--- src/rtl/epc_pkg.sv ---
// Constants and types for the exception priority controller
package epc_pkg;
    localparam int NUM_POS = 48;
    localparam int NUM_IRQ = 32;
    localparam int NUM_SYS = 7;
    // Register byte offsets
    localparam logic [7:0] ADDR_CTRL      = 8'h00;
    localparam logic [7:0] ADDR_EN_SET    = 8'h04;
    localparam logic [7:0] ADDR_EN_CLR    = 8'h08;
    localparam logic [7:0] ADDR_PEND      = 8'h0C;
    localparam logic [7:0] ADDR_SYS_PRI   = 8'h10;
    localparam logic [7:0] ADDR_INT_PRI   = 8'h20;
    localparam logic [7:0] ADDR_INT_LAST  = 8'h3C;
    localparam logic [7:0] ADDR_LINE_PEND = 8'h40;
    // Control register fields
    localparam int CTRL_GRP_LSB = 0;
    localparam int CTRL_MEM_EN  = 8;
    localparam int CTRL_BUS_EN  = 9;
    localparam int CTRL_USE_EN  = 10;
    localparam int CTRL_DBG_EN  = 11;
    // Pend/state register fields
    localparam int PEND_ACT_LSB = 0;
    localparam int PEND_VEC_LSB = 12;
    localparam int PEND_REQ     = 22;
    localparam int PEND_PSV_CLR = 27;
    localparam int PEND_PSV_SET = 28;
    localparam int PEND_NMI_SET = 31;
    // Priority fields: sys word 4 bits per handler, irq word 8 bits per line
    localparam int SYS_FLD_W = 4;
    localparam int INT_FLD_W = 8;
    // Exception positions
    localparam logic [5:0] POS_RESET = 6'h01;
    localparam logic [5:0] POS_NMI   = 6'h02;
    localparam logic [5:0] POS_HARD  = 6'h03;
    localparam logic [5:0] POS_MEM   = 6'h04;
    localparam logic [5:0] POS_BUS   = 6'h05;
    localparam logic [5:0] POS_USAGE = 6'h06;
    localparam logic [5:0] POS_SVC   = 6'h0B;
    localparam logic [5:0] POS_DEBUG = 6'h0C;
    localparam logic [5:0] POS_PSV   = 6'h0E;
    localparam logic [5:0] POS_TICK  = 6'h0F;
    localparam logic [5:0] POS_IRQ0  = 6'h10;
    // Settable handlers, index 0 last
    localparam logic [NUM_SYS-1:0][5:0] SYS_POS =
        {POS_TICK, POS_PSV, POS_DEBUG, POS_SVC, POS_USAGE, POS_BUS, POS_MEM};
    // Internal rank: lower is more urgent
    localparam logic [4:0] LVL_RESET    = 5'h00;
    localparam logic [4:0] LVL_NMI      = 5'h01;
    localparam logic [4:0] LVL_HARD     = 5'h02;
    localparam logic [4:0] LVL_SET_BASE = 5'h03;
    localparam logic [4:0] LVL_BASE     = 5'h1F;
    // Reset values and the implemented-line mask
    localparam logic [2:0]  PRI_RESET  = 3'h0;
    localparam logic [1:0]  GRP_RESET  = 2'h0;
    localparam logic [31:0] IRQ_IMPL   = 32'h33FF_CFFF;
    typedef struct packed {
        logic mem;
        logic busPrecise;
        logic busImprecise;
        logic usage;
        logic svc;
        logic debug;
        logic tick;
    } epc_event_s;
    typedef struct packed {
        logic stackPush;
        logic vectorFetch;
        logic stackPop;
        logic tailChain;
    } epc_seq_s;
    typedef enum logic [2:0] {
        S_RUN   = 3'b001,
        S_ENTRY = 3'b010,
        S_EXIT  = 3'b100
    } epc_state_e;
endpackage

--- src/rtl/epc_exception_ctrl.sv ---
// Exception prioritisation and entry/exit sequencing with APB registers
// Behaviour
// - Eight settable levels, seven handlers, 26 lines
// - Level zero ranks below reset, NMI, hardfault
// - All settable priorities reset to zero
// - Equal level: lower position wins
// - Push state on entry, pop on exit
// - Vector fetch alongside state push
// - Pending at exit chains without pop/push
// - Handlers run in handler mode
// - Group/sub split; only group preempts
// - Reset highest, drops to base after start
// - NMI fixed -2, software set only
// - Blocked or disabled fault escalates to hardfault
// - Memory fault on protection mismatch
// - Bus fault enableable, precise or imprecise
// - Usage fault on bad instruction/state
// - Service call on its instruction
// - Debug monitor only enabled and preempting
// - Pendable service set by software only
// - Tick timer raises position fifteen
// - Peripheral lines at sixteen upward, synchronised
// - Fixed line map, reserved lines dead
// - Line taken only when enabled
//
// Chosen here: the APB interface to the registers and the register addresses.
`timescale 1ns/1ns
module epc_exception_ctrl
    import epc_pkg::*;
(
    input  wire logic        clk,
    input  wire logic        reset_n,
    input  wire logic        ce,
    input  wire logic        psel,
    input  wire logic        penable,
    input  wire logic        pwrite,
    input  wire logic [7:0]  paddr,
    input  wire logic [31:0] pwdata,
    output logic      [31:0] prdata,
    output logic             pready,
    output logic             pslverr,
    input  wire logic [31:0] irqLines,
    input  wire epc_event_s  events,
    input  wire logic        firstInstr,
    input  wire logic        handlerDone,
    output epc_seq_s         seq,
    output logic      [5:0]  excNum,
    output logic             handlerMode
);
    epc_state_e        state_r;
    logic              chain_r;
    logic [5:0]        excNum_r;
    logic [NUM_POS-1:0] pend_r;
    logic [NUM_POS-1:0] active_r;
    logic              resetAct_r;
    logic [31:0]       irqMeta_r;
    logic [31:0]       irqSync_r;
    logic [31:0]       irqEn_r;
    logic [1:0]        grpSel_r;
    logic              memEn_r;
    logic              busEn_r;
    logic              useEn_r;
    logic              dbgEn_r;
    logic [2:0]        sysPri_r [NUM_SYS];
    logic [2:0]        intPri_r [NUM_IRQ];
    logic [31:0]       prdata_r;
    logic [4:0]        lvlArr   [NUM_POS];
    logic [4:0]        curGrp;
    logic [5:0]        topNum;
    logic [4:0]        bestLvl;
    logic [5:0]        bestNum;
    logic              anyPend;
    logic              reqValid;
    logic [NUM_POS-1:0] pendEff;
    logic              memOk;
    logic              busOk;
    logic              useOk;
    logic              dbgOk;
    logic              busHit;
    logic              escHard;
    logic              wrEn;
    logic              mapped;
    logic [31:0]       rdMux;

    // Group part of a rank; fixed ranks and base pass unchanged
    function automatic logic [4:0] grpOf(input logic [4:0] l, input logic [1:0] sub);
        logic [2:0] p;
        p = 3'(l - LVL_SET_BASE);
        if (l < LVL_SET_BASE || l == LVL_BASE) begin
            return l;
        end
        return LVL_SET_BASE + 5'(p & (3'h7 << sub));
    endfunction

    // Rank of every position
    always_comb begin
        for (int n = 0; n < NUM_POS; n++) begin
            lvlArr[n] = LVL_BASE;
        end
        for (int i = 0; i < NUM_IRQ; i++) begin
            lvlArr[16 + i] = LVL_SET_BASE + 5'(intPri_r[i]);
        end
        for (int i = 0; i < NUM_SYS; i++) begin
            lvlArr[SYS_POS[i]] = LVL_SET_BASE + 5'(sysPri_r[i]);
        end
        lvlArr[POS_RESET] = LVL_RESET;
        lvlArr[POS_NMI]   = LVL_NMI;
        lvlArr[POS_HARD]  = LVL_HARD;
    end

    // Current activation group and its owner
    always_comb begin
        curGrp = LVL_BASE;
        topNum = 6'h00;
        for (int n = 0; n < NUM_POS; n++) begin
            if (active_r[n] && grpOf(lvlArr[n], grpSel_r) < curGrp) begin
                curGrp = grpOf(lvlArr[n], grpSel_r);
                topNum = 6'(n);
            end
        end
        if (resetAct_r) begin
            curGrp = LVL_RESET;
        end
    end

    // Most urgent pending; strict compare keeps the lower position
    always_comb begin
        pendEff = pend_r;
        pendEff[NUM_POS-1:16] = pend_r[NUM_POS-1:16] & irqEn_r;
        bestLvl = LVL_BASE;
        bestNum = 6'h00;
        anyPend = 1'b0;
        for (int n = 0; n < NUM_POS; n++) begin
            if (pendEff[n] && (!anyPend || lvlArr[n] < bestLvl)) begin
                bestLvl = lvlArr[n];
                bestNum = 6'(n);
                anyPend = 1'b1;
            end
        end
        reqValid = anyPend && grpOf(bestLvl, grpSel_r) < curGrp;
    end

    // Fault acceptance versus escalation
    always_comb begin
        memOk   = memEn_r && grpOf(lvlArr[POS_MEM], grpSel_r) < curGrp;
        busOk   = busEn_r && grpOf(lvlArr[POS_BUS], grpSel_r) < curGrp;
        useOk   = useEn_r && grpOf(lvlArr[POS_USAGE], grpSel_r) < curGrp;
        dbgOk   = dbgEn_r && grpOf(lvlArr[POS_DEBUG], grpSel_r) < curGrp;
        busHit  = events.busPrecise || events.busImprecise;
        escHard = (events.mem && !memOk) || (busHit && !busOk)
                || (events.usage && !useOk);
    end

    // Two-stage sync; peripheral lines come from other logic
    always_ff @(posedge clk or negedge reset_n) begin
        if (!reset_n) begin
            irqMeta_r <= 32'h0000_0000;
            irqSync_r <= 32'h0000_0000;
        end else if (ce) begin
            irqMeta_r <= irqLines;
            irqSync_r <= irqMeta_r;
        end
    end

    // APB decode; one wait-free access while enabled
    assign pready  = ce;
    assign wrEn    = psel && penable && ce && pwrite && mapped;
    assign mapped  = (paddr[1:0] == 2'h0) && (paddr <= ADDR_SYS_PRI
                     || (paddr >= ADDR_INT_PRI && paddr <= ADDR_LINE_PEND));
    assign pslverr = psel && penable && !mapped;
    // Control register
    always_ff @(posedge clk or negedge reset_n) begin
        if (!reset_n) begin
            grpSel_r <= GRP_RESET;
            memEn_r  <= 1'b0;
            busEn_r  <= 1'b0;
            useEn_r  <= 1'b0;
            dbgEn_r  <= 1'b0;
        end else if (wrEn && paddr == ADDR_CTRL) begin
            grpSel_r <= pwdata[CTRL_GRP_LSB +: 2];
            memEn_r  <= pwdata[CTRL_MEM_EN];
            busEn_r  <= pwdata[CTRL_BUS_EN];
            useEn_r  <= pwdata[CTRL_USE_EN];
            dbgEn_r  <= pwdata[CTRL_DBG_EN];
        end
    end

    // Line enables; reserved lines can never be enabled
    always_ff @(posedge clk or negedge reset_n) begin
        if (!reset_n) begin
            irqEn_r <= 32'h0000_0000;
        end else if (wrEn && paddr == ADDR_EN_SET) begin
            irqEn_r <= irqEn_r | (pwdata & IRQ_IMPL);
        end else if (wrEn && paddr == ADDR_EN_CLR) begin
            irqEn_r <= irqEn_r & ~pwdata;
        end
    end

    // Priority fields, all zero after reset
    always_ff @(posedge clk or negedge reset_n) begin
        if (!reset_n) begin
            for (int i = 0; i < NUM_SYS; i++) begin
                sysPri_r[i] <= PRI_RESET;
            end
            for (int i = 0; i < NUM_IRQ; i++) begin
                intPri_r[i] <= PRI_RESET;
            end
        end else if (wrEn && paddr == ADDR_SYS_PRI) begin
            for (int i = 0; i < NUM_SYS; i++) begin
                sysPri_r[i] <= pwdata[SYS_FLD_W*i +: 3];
            end
        end else if (wrEn && paddr >= ADDR_INT_PRI && paddr <= ADDR_INT_LAST) begin
            for (int k = 0; k < 4; k++) begin
                intPri_r[{paddr[4:2], 2'(k)}] <= pwdata[INT_FLD_W*k +: 3];
            end
        end
    end

    // Read data captured in the setup phase
    always_comb begin
        rdMux = 32'h0000_0000;
        unique case (paddr)
            ADDR_CTRL: begin
                rdMux[CTRL_GRP_LSB +: 2] = grpSel_r;
                rdMux[CTRL_MEM_EN] = memEn_r;
                rdMux[CTRL_BUS_EN] = busEn_r;
                rdMux[CTRL_USE_EN] = useEn_r;
                rdMux[CTRL_DBG_EN] = dbgEn_r;
            end
            ADDR_EN_SET, ADDR_EN_CLR: rdMux = irqEn_r;
            ADDR_PEND: begin
                rdMux[PEND_ACT_LSB +: 6] = topNum;
                rdMux[PEND_VEC_LSB +: 6] = bestNum;
                rdMux[PEND_REQ]          = reqValid;
                rdMux[PEND_PSV_SET]      = pend_r[POS_PSV];
                rdMux[PEND_NMI_SET]      = pend_r[POS_NMI];
            end
            ADDR_SYS_PRI: begin
                for (int i = 0; i < NUM_SYS; i++) begin
                    rdMux[SYS_FLD_W*i +: 3] = sysPri_r[i];
                end
            end
            ADDR_LINE_PEND: rdMux = pend_r[NUM_POS-1:16];
            default: begin
                if (paddr >= ADDR_INT_PRI && paddr <= ADDR_INT_LAST) begin
                    for (int k = 0; k < 4; k++) begin
                        if (IRQ_IMPL[{paddr[4:2], 2'(k)}]) begin
                            rdMux[INT_FLD_W*k +: 3] = intPri_r[{paddr[4:2], 2'(k)}];
                        end
                    end
                end
            end
        endcase
    end
    always_ff @(posedge clk or negedge reset_n) begin
        if (!reset_n) begin
            prdata_r <= 32'h0000_0000;
        end else if (ce && psel && !penable) begin
            prdata_r <= rdMux;
        end
    end
    assign prdata = prdata_r;

    // Pending flags: clears first, so a same-cycle event wins
    always_ff @(posedge clk or negedge reset_n) begin
        if (!reset_n) begin
            pend_r <= '0;
        end else if (ce) begin
            if (state_r == S_ENTRY) begin
                pend_r[excNum_r] <= 1'b0;
            end
            if (wrEn && paddr == ADDR_PEND && pwdata[PEND_PSV_CLR]) begin
                pend_r[POS_PSV] <= 1'b0;
            end
            pend_r[NUM_POS-1:16] <= pend_r[NUM_POS-1:16] & ~((state_r == S_ENTRY
                && excNum_r >= POS_IRQ0) ? 32'(1) << (excNum_r - POS_IRQ0) : 32'h0000_0000)
                | (irqSync_r & irqEn_r & IRQ_IMPL);
            if (wrEn && paddr == ADDR_PEND && pwdata[PEND_NMI_SET]) begin
                pend_r[POS_NMI] <= 1'b1;
            end
            if (escHard) begin
                pend_r[POS_HARD] <= 1'b1;
            end
            if (events.mem && memOk) begin
                pend_r[POS_MEM] <= 1'b1;
            end
            if (busHit && busOk) begin
                pend_r[POS_BUS] <= 1'b1;
            end
            if (events.usage && useOk) begin
                pend_r[POS_USAGE] <= 1'b1;
            end
            if (events.svc) begin
                pend_r[POS_SVC] <= 1'b1;
            end
            if (events.debug && dbgOk) begin
                pend_r[POS_DEBUG] <= 1'b1;
            end
            if (wrEn && paddr == ADDR_PEND && pwdata[PEND_PSV_SET]) begin
                pend_r[POS_PSV] <= 1'b1;
            end
            if (events.tick) begin
                pend_r[POS_TICK] <= 1'b1;
            end
        end
    end
    // Reset activation holds until the first instruction retires
    always_ff @(posedge clk or negedge reset_n) begin
        if (!reset_n) begin
            resetAct_r <= 1'b1;
        end else if (ce && firstInstr) begin
            resetAct_r <= 1'b0;
        end
    end
    // Active set; nested preemption keeps several bits
    always_ff @(posedge clk or negedge reset_n) begin
        if (!reset_n) begin
            active_r <= '0;
        end else if (ce) begin
            if (state_r == S_ENTRY) begin
                active_r[excNum_r] <= 1'b1;
            end else if (state_r == S_RUN && handlerDone && handlerMode) begin
                active_r[topNum] <= 1'b0;
            end
        end
    end
    assign handlerMode = |active_r;

    // Entry/exit sequencer
    always_ff @(posedge clk or negedge reset_n) begin
        if (!reset_n) begin
            state_r  <= S_RUN;
            chain_r  <= 1'b0;
            excNum_r <= 6'h00;
        end else if (ce) begin
            unique case (state_r)
                S_RUN: begin
                    if (handlerDone && handlerMode) begin
                        state_r <= S_EXIT;
                    end else if (reqValid) begin
                        state_r  <= S_ENTRY;
                        chain_r  <= 1'b0;
                        excNum_r <= bestNum;
                    end
                end
                S_EXIT: begin
                    if (reqValid) begin
                        state_r  <= S_ENTRY;
                        chain_r  <= 1'b1;
                        excNum_r <= bestNum;
                    end else begin
                        state_r <= S_RUN;
                    end
                end
                S_ENTRY: state_r <= S_RUN;
            endcase
        end
    end
    assign excNum = excNum_r;
    // Core strobes; a chained entry skips the push
    always_comb begin
        seq.stackPush   = ce && state_r == S_ENTRY && !chain_r;
        seq.vectorFetch = ce && state_r == S_ENTRY;
        seq.tailChain   = ce && state_r == S_ENTRY && chain_r;
        seq.stackPop    = ce && state_r == S_EXIT && !reqValid;
    end
endmodule // epc_exception_ctrl

--- config.mk ---
export PLATFORM = sky130hd
export DESIGN_NAME = epc_exception_ctrl
export DESIGN_NICKNAME = d
export VERILOG_FILES = /design/src/rtl/epc_pkg.sv /design/src/rtl/epc_exception_ctrl.sv
export SDC_FILE = /design/constraint.sdc
export NUM_CORES = 2
export LEC_CHECK = 0
export ABC_AREA = 1
export ABC_CLOCK_PERIOD_IN_PS = 69000
export CORE_UTILIZATION = 25
export DETAILED_ROUTE_END_ITERATION = 8
export DONT_BUFFER_PORTS = 1
export SLEW_MARGIN = 20
export SYNTH_ARGS = -nofsm -noshare
export SYNTH_HDL_FRONTEND = slang
export SYNTH_SLANG_ARGS = --single-unit
--- constraint.sdc ---
create_clock -name clk -period 69 [get_ports clk]
set_clock_uncertainty 0.1 [all_clocks]
set_input_delay 6.9 -clock clk [delete_from_list [all_inputs] [get_ports clk]]
set_output_delay 6.9 -clock clk [all_outputs]
set_load 0.03 [all_outputs]
== After elaboration in Yosys (flattened, before gate mapping) ==
Memory sizes are Yosys's and may differ from the RTL's.
Index checks and enable logic that the tools add are counted.

* Memory bits (read-only): 16
* Output and inout port bits: 45
* Memories kept: 2
* Bits in registers: 354
* Input port bits: 87

{| class="wikitable"
|+ Memories
! name !! words !! width !! read ports !! clocked after Yosys merged registers in !! write ports !! line !! text
|-
| (name not given) || 8 || 1 || 1 || 0 || 0 || epc_exception_ctrl.sv:247 || <nowiki>if (IRQ_IMPL[{paddr[4:2], 2'(k)}]) begin</nowiki>
|-
| (name not given) || 8 || 1 || 1 || 0 || 0 || epc_exception_ctrl.sv:247 ||
|}

* Shifts and indexed selects: 2
* Add/subtract/negate cells: 124
* Bitwise operators: 58
* Mux-type cells: 539
* Equality and inequality tests: 52
* Reductions and logical operators: 315
* $lt $le $gt $ge: 158

{| class="wikitable"
|+ Operators by type and width
! operator !! count
|-
| 5-bit 2-to-1 mux || 219
|-
| 6-bit 2-to-1 mux || 93
|-
| 96-bit bitwise mux || 4
|-
| 5-bit less-than comparator || 44
|-
| 2-bit by 5-bit adder with 5-bit output, first input constant || 40
|-
| 3-bit by 5-bit bitwise AND with 5-bit output || 40
|-
| 4-bit by 5-bit == test with 1-bit output, second input constant || 39
|-
| 4-bit by 5-bit less-than comparator with 1-bit output || 39
|-
| 2-bit by 3-bit adder with 4-bit output, first input constant || 43
|-
| 4-bit by 2-bit less-than comparator with 1-bit output, second input constant || 39
|-
| 1-bit 2-to-1 mux || 156
|-
| 1-bit logical AND || 140
|-
| 3-bit by 2-bit subtractor with 3-bit output, second input constant || 40
|-
| 32-bit bitwise AND || 3
|-
| 32-bit 2-to-1 mux || 3
|-
| 48-bit 2-to-1 mux || 2
|-
| 1-bit logical OR || 90
|-
| 3-bit 2-to-1 mux || 22
|-
| 32-bit inverter || 2
|-
| 32-bit by 30-bit OR with 32-bit output || 2
|-
| 3-bit binary-select mux with 5-bit select || 4
|-
| 3-bit demux with 5-bit select || 4
|-
| 1-bit zero test || 53
|-
| 5-bit less-than comparator, first input constant || 10
|-
| 59 further kinds || 117
|}

== Longest topological paths before layout ==
* Depth after elaboration: 243
* Depth in mapped cells: 308
* Mapped depth without buffers: 303

== Worst setup path before layout ==
No wires, ideal clock.

* Path kind: register to output
* Start point: register sysPri_r[18] (netlist name)
* End point: output port seq[1] (netlist name)
* Stages on the path, launching flop included: 272
* Setup slack: 17.474 ns
* Data arrival time: 44.526 ns
* Buffers on the path: 5
* Cells stage by stage: dfrtp_1 inv_1 ha_1 inv_1 ha_1 nand2_1 nand3_1 a21oi_1 a31oi_1 ha_1 a21o_1 a21oi_1 o21a_1 nand2_2 o21ai_0 ha_1 a21oi_1 nor2_1 [... 236 more ...] ha_1 a21oi_1 nor2_1 o21ai_0 nand3_4 o21ai_0 ha_1 nand2_1 ha_1 o21a_1 a21oi_1 ha_1 a21oi_1 o221ai_1 inv_1 nand2_2 nand2_1 nor2_1

{| class="wikitable"
|+ RTL lines
! item !! line !! text
|-
| start: declaration || epc_exception_ctrl.sv:64 || <nowiki>logic [2:0] sysPri_r [NUM_SYS];</nowiki>
|-
| start signal: indexed assignment || epc_exception_ctrl.sv:210 || <nowiki>sysPri_r[i] <= pwdata[SYS_FLD_W*i +: 3];</nowiki>
|-
| end: declaration || epc_exception_ctrl.sv:46 || <nowiki>output epc_seq_s seq,</nowiki>
|}

==> run summary <==
Most used flip-flop cell after synthesis = dfrtp_1
Slowest library cell on the worst path = nor2_1
FMAX = 0.0161 GHz
Standard-cell row count = 132
Number of iterations in the first detailed-routing pass = 8
Top cell by count, worst path = o21ai_0
Clock period minus worst slack = 62.21 ns
Class of the tightest hold or removal check = reg2reg
RD Place Congestion = 0.991
Post-synthesis net count = 5139
Clock slew at the register clock pins of the worst setup and hold paths = 0.06 ns
Overall routing resource usage = 19.0%
Max_slew headroom = 26.1%
Leading cell types by total area after synthesis = dfrtp_1 (26%), ha_1 (13%), nand2_1 (13%)
DR iter-0 viols = 3343
Count of buffers inserted at the top-level ports = 0
Number of hold buffers added after cts = 0
Max clock buf depth = 3
Slew at the pin closest to its max-slew limit = 1.10 ns
Setup repair after global routing missed its margin = false
Buffers inserted by post-CTS timing repair = 0
Number of max-cap violations = 0
Crit Path Category = reg2out
# setup viols final = 0
Critical-path maximum fanout = 11
Netlist cell types = 70
Area of the core = 0.130 mm²
Chip Width = 363 µm
Total negative slack = 0 ns
Global-route congestion overflow total = 0
Number of levels the H-tree was split into = 2
HPWL after DPL = 102 mm
Final period utilization = 90.2%
Final hold violation count = 0
# clock sinks = 346
Netlist Area Pre-Place = 0.0327 mm²
Final WL = 128 mm
Vias per cell = 5.08
Number of design rule violations left after detail routing = 0
Fraction of final layout cells with drive strength greater than 1 = 9.65%
Number of enable flip-flop cells after synthesis = 0
Endpoint class of the critical path = output pin
Maximum single-stage delay on the critical path = 0.66 ns
Starting density of the core = 25.2%
Number of vias after detailed routing = 32.8k
Top-area cell type share of the netlist area = 26.4%
Number of buffers and inverters on the critical path = 7
Outcome = complete, no violations
Area leader, netlist = dfrtp_1
Number of top-level pins = 132
Buffer type at the clock tree root = clkbuf_16
Post-detailed-route wirelength per cell = 19.8 µm
CTS tree = yes
DIE AREA = 0.132 mm²
Area grow syn2layout = 9.36%
Height of the chip = 363 µm
Number of nets in the layout = 5097
Largest net degree at the start of global routing = 347
Number of max-slew violations in the final report = 0
Synthesized area per cell = 6.92 µm²
Cells after synthesis = 4721
Data arrival, critical path = 55.21 ns
Worst-Skew Late Latency = 0.59 ns
Synth Register Bits = 346
Warning count from the yosys run = 0
First-pass GRT wire length = 189 mm
Async set-reset flop share out of synthesis = 100%
Kind of launch point of the worst setup path = register
Number of global-route vias before repair = 30.1k
Number of gates resized after CTS = 0
Initial antenna violation count = 14
Dominant delay contributor by cell family on the critical path = compound AO/OA/AOI/OAI gates
Worst path required time = 62.00 ns
TritonCTS Buffers = 40
Antenna violation net count after detailed routing = 0
Share of synthesized area occupied by flip-flops and latches = 26.5%
[layer usage]
layer / part of all wire [%] / GRT usage [%] / up-vias
li1: - / - / 15713
met1: 44 / 26.2 / 15511
met2: 41 / 28.0 / 1321
met3: 11 / 4.68 / 232
met4: 4.2 / 7.55 / 10
met5: 0.051 / 0 / -
[synthesized netlist by cell type (3+ instances only)]
library cell,instances
a2111oi_0,25
a21boi_0,15
a21oi_1,241
a221oi_1,24
a22oi_1,6
a31o_2,8
a31oi_1,42
a41oi_1,3
buf_4,4
buf_6,18
clkbuf_1,74
clkbuf_8,10
clkinv_1,4
dfrtp_1,344
ha_1,331
inv_1,599
inv_2,16
nand2_1,1103
nand2_2,141
nand2_4,43
nand3_1,158
nand3_2,47
nand3_4,22
nand4_1,72
nor2_1,385
nor2_2,39
nor2_4,10
nor3_1,84
nor4_1,27
o211ai_1,4
o21ai_0,641
o21ai_1,14
o21ai_2,8
o221ai_1,8
o22ai_1,12
o31ai_1,19
or2_2,4
xnor2_1,37
xor2_1,38
[stage by stage]
stage / setup slack, ns / std cells / area [µm²] / hold slack, ns / util, %
after floorplan: 17.47 / 4721 / 32700 / 0.327 / -
after global placement: 8.52 / 6379 / 34400 / 0.342 / 26.5
after detailed placement: 8.20 / 6379 / 34400 / 0.353 / 26.5
after CTS: 7.26 / 6449 / 35700 / 0.367 / 27.5
after global routing: 1.26 / 6451 / 35700 / 0.385 / 27.5
final: 6.79 / 6459 / 35700 / 0.366 / 27.6
[layout make-up]
type                       instances  area [µm²]
antenna                           10        25.0
sequential                       346        8660
clock inverter                    17         209
tap                             1742        2180
clock buffer                      53        1120
inverter                         622        2350
fill                           14332       93900
multi-input combinational       3644       21000
timing repair buffer              25         188
[state kept, by name (all words and copies together), names as in the netlist, 2 cells and up, named ones only]
name,flops
sysPri_r,21
irqEn_r,6
prdata,32
irqMeta_r,26
pend_r,48
irqSync_r,26
intPri_r,96
excNum,6
state_r,3
grpSel_r,2
active_r,48
[logic make-up after synthesis]
group / synth area share (%)
AOI/OAI and AO/OA: 18.2
xor gates and xnor gates: 2.01
adders and majority gates: 12.7
DFF: 26.5
and+or+nand+nor: 31.3
buffers and inverters: 9.31
[worst reg2reg max path, delay by kind of cell, from the launching register on]
family	cells	cell delay (ns)
AO/OA/AOI/OAI	121	28.86
adder cells (fa/ha/maj)	42	12.64
buffers and inverters	7	0.85
flip-flops	1	0.44
AND/OR/NAND/NOR	87	11.65
[cells in the final DEF, fill, tap and decap left out, drive strengths merged, types with 4 or more instances in the layout]
cell,n
diode,10
dfrtp,344
ha,331
a21boi,15
o21ai,663
o211ai,4
a22oi,6
nand3,227
a21oi,241
buf,25
or2,6
clkinv,12
a31oi,42
clkbuf,53
xor2,38
a2111oi,25
nand2,1287
o31ai,19
o22ai,13
nor4,30
a31o,8
nor2,435
nand4,74
inv,621
o221ai,8
nor3,87
xnor2,37
a221oi,24
[worst paths after layout]
kind                               from           end  slack [ns]  cells past startpoint
min in group asynchronous       reset_n  irqMeta_r[7]        5.91                      0
max in group asynchronous       reset_n  intPri_r[30]       62.23                      0
max reg2reg                sysPri_r[18]     excNum[2]       14.38                    257
max                        sysPri_r[18]        seq[1]        6.79                    256
min                        active_r[10]  active_r[10]        0.37                      2
min reg2reg                active_r[10]  active_r[10]        0.37                      2
Power is not shown: default switching activity piles up to over one toggle a cycle in this logic, so the estimate is an artifact.
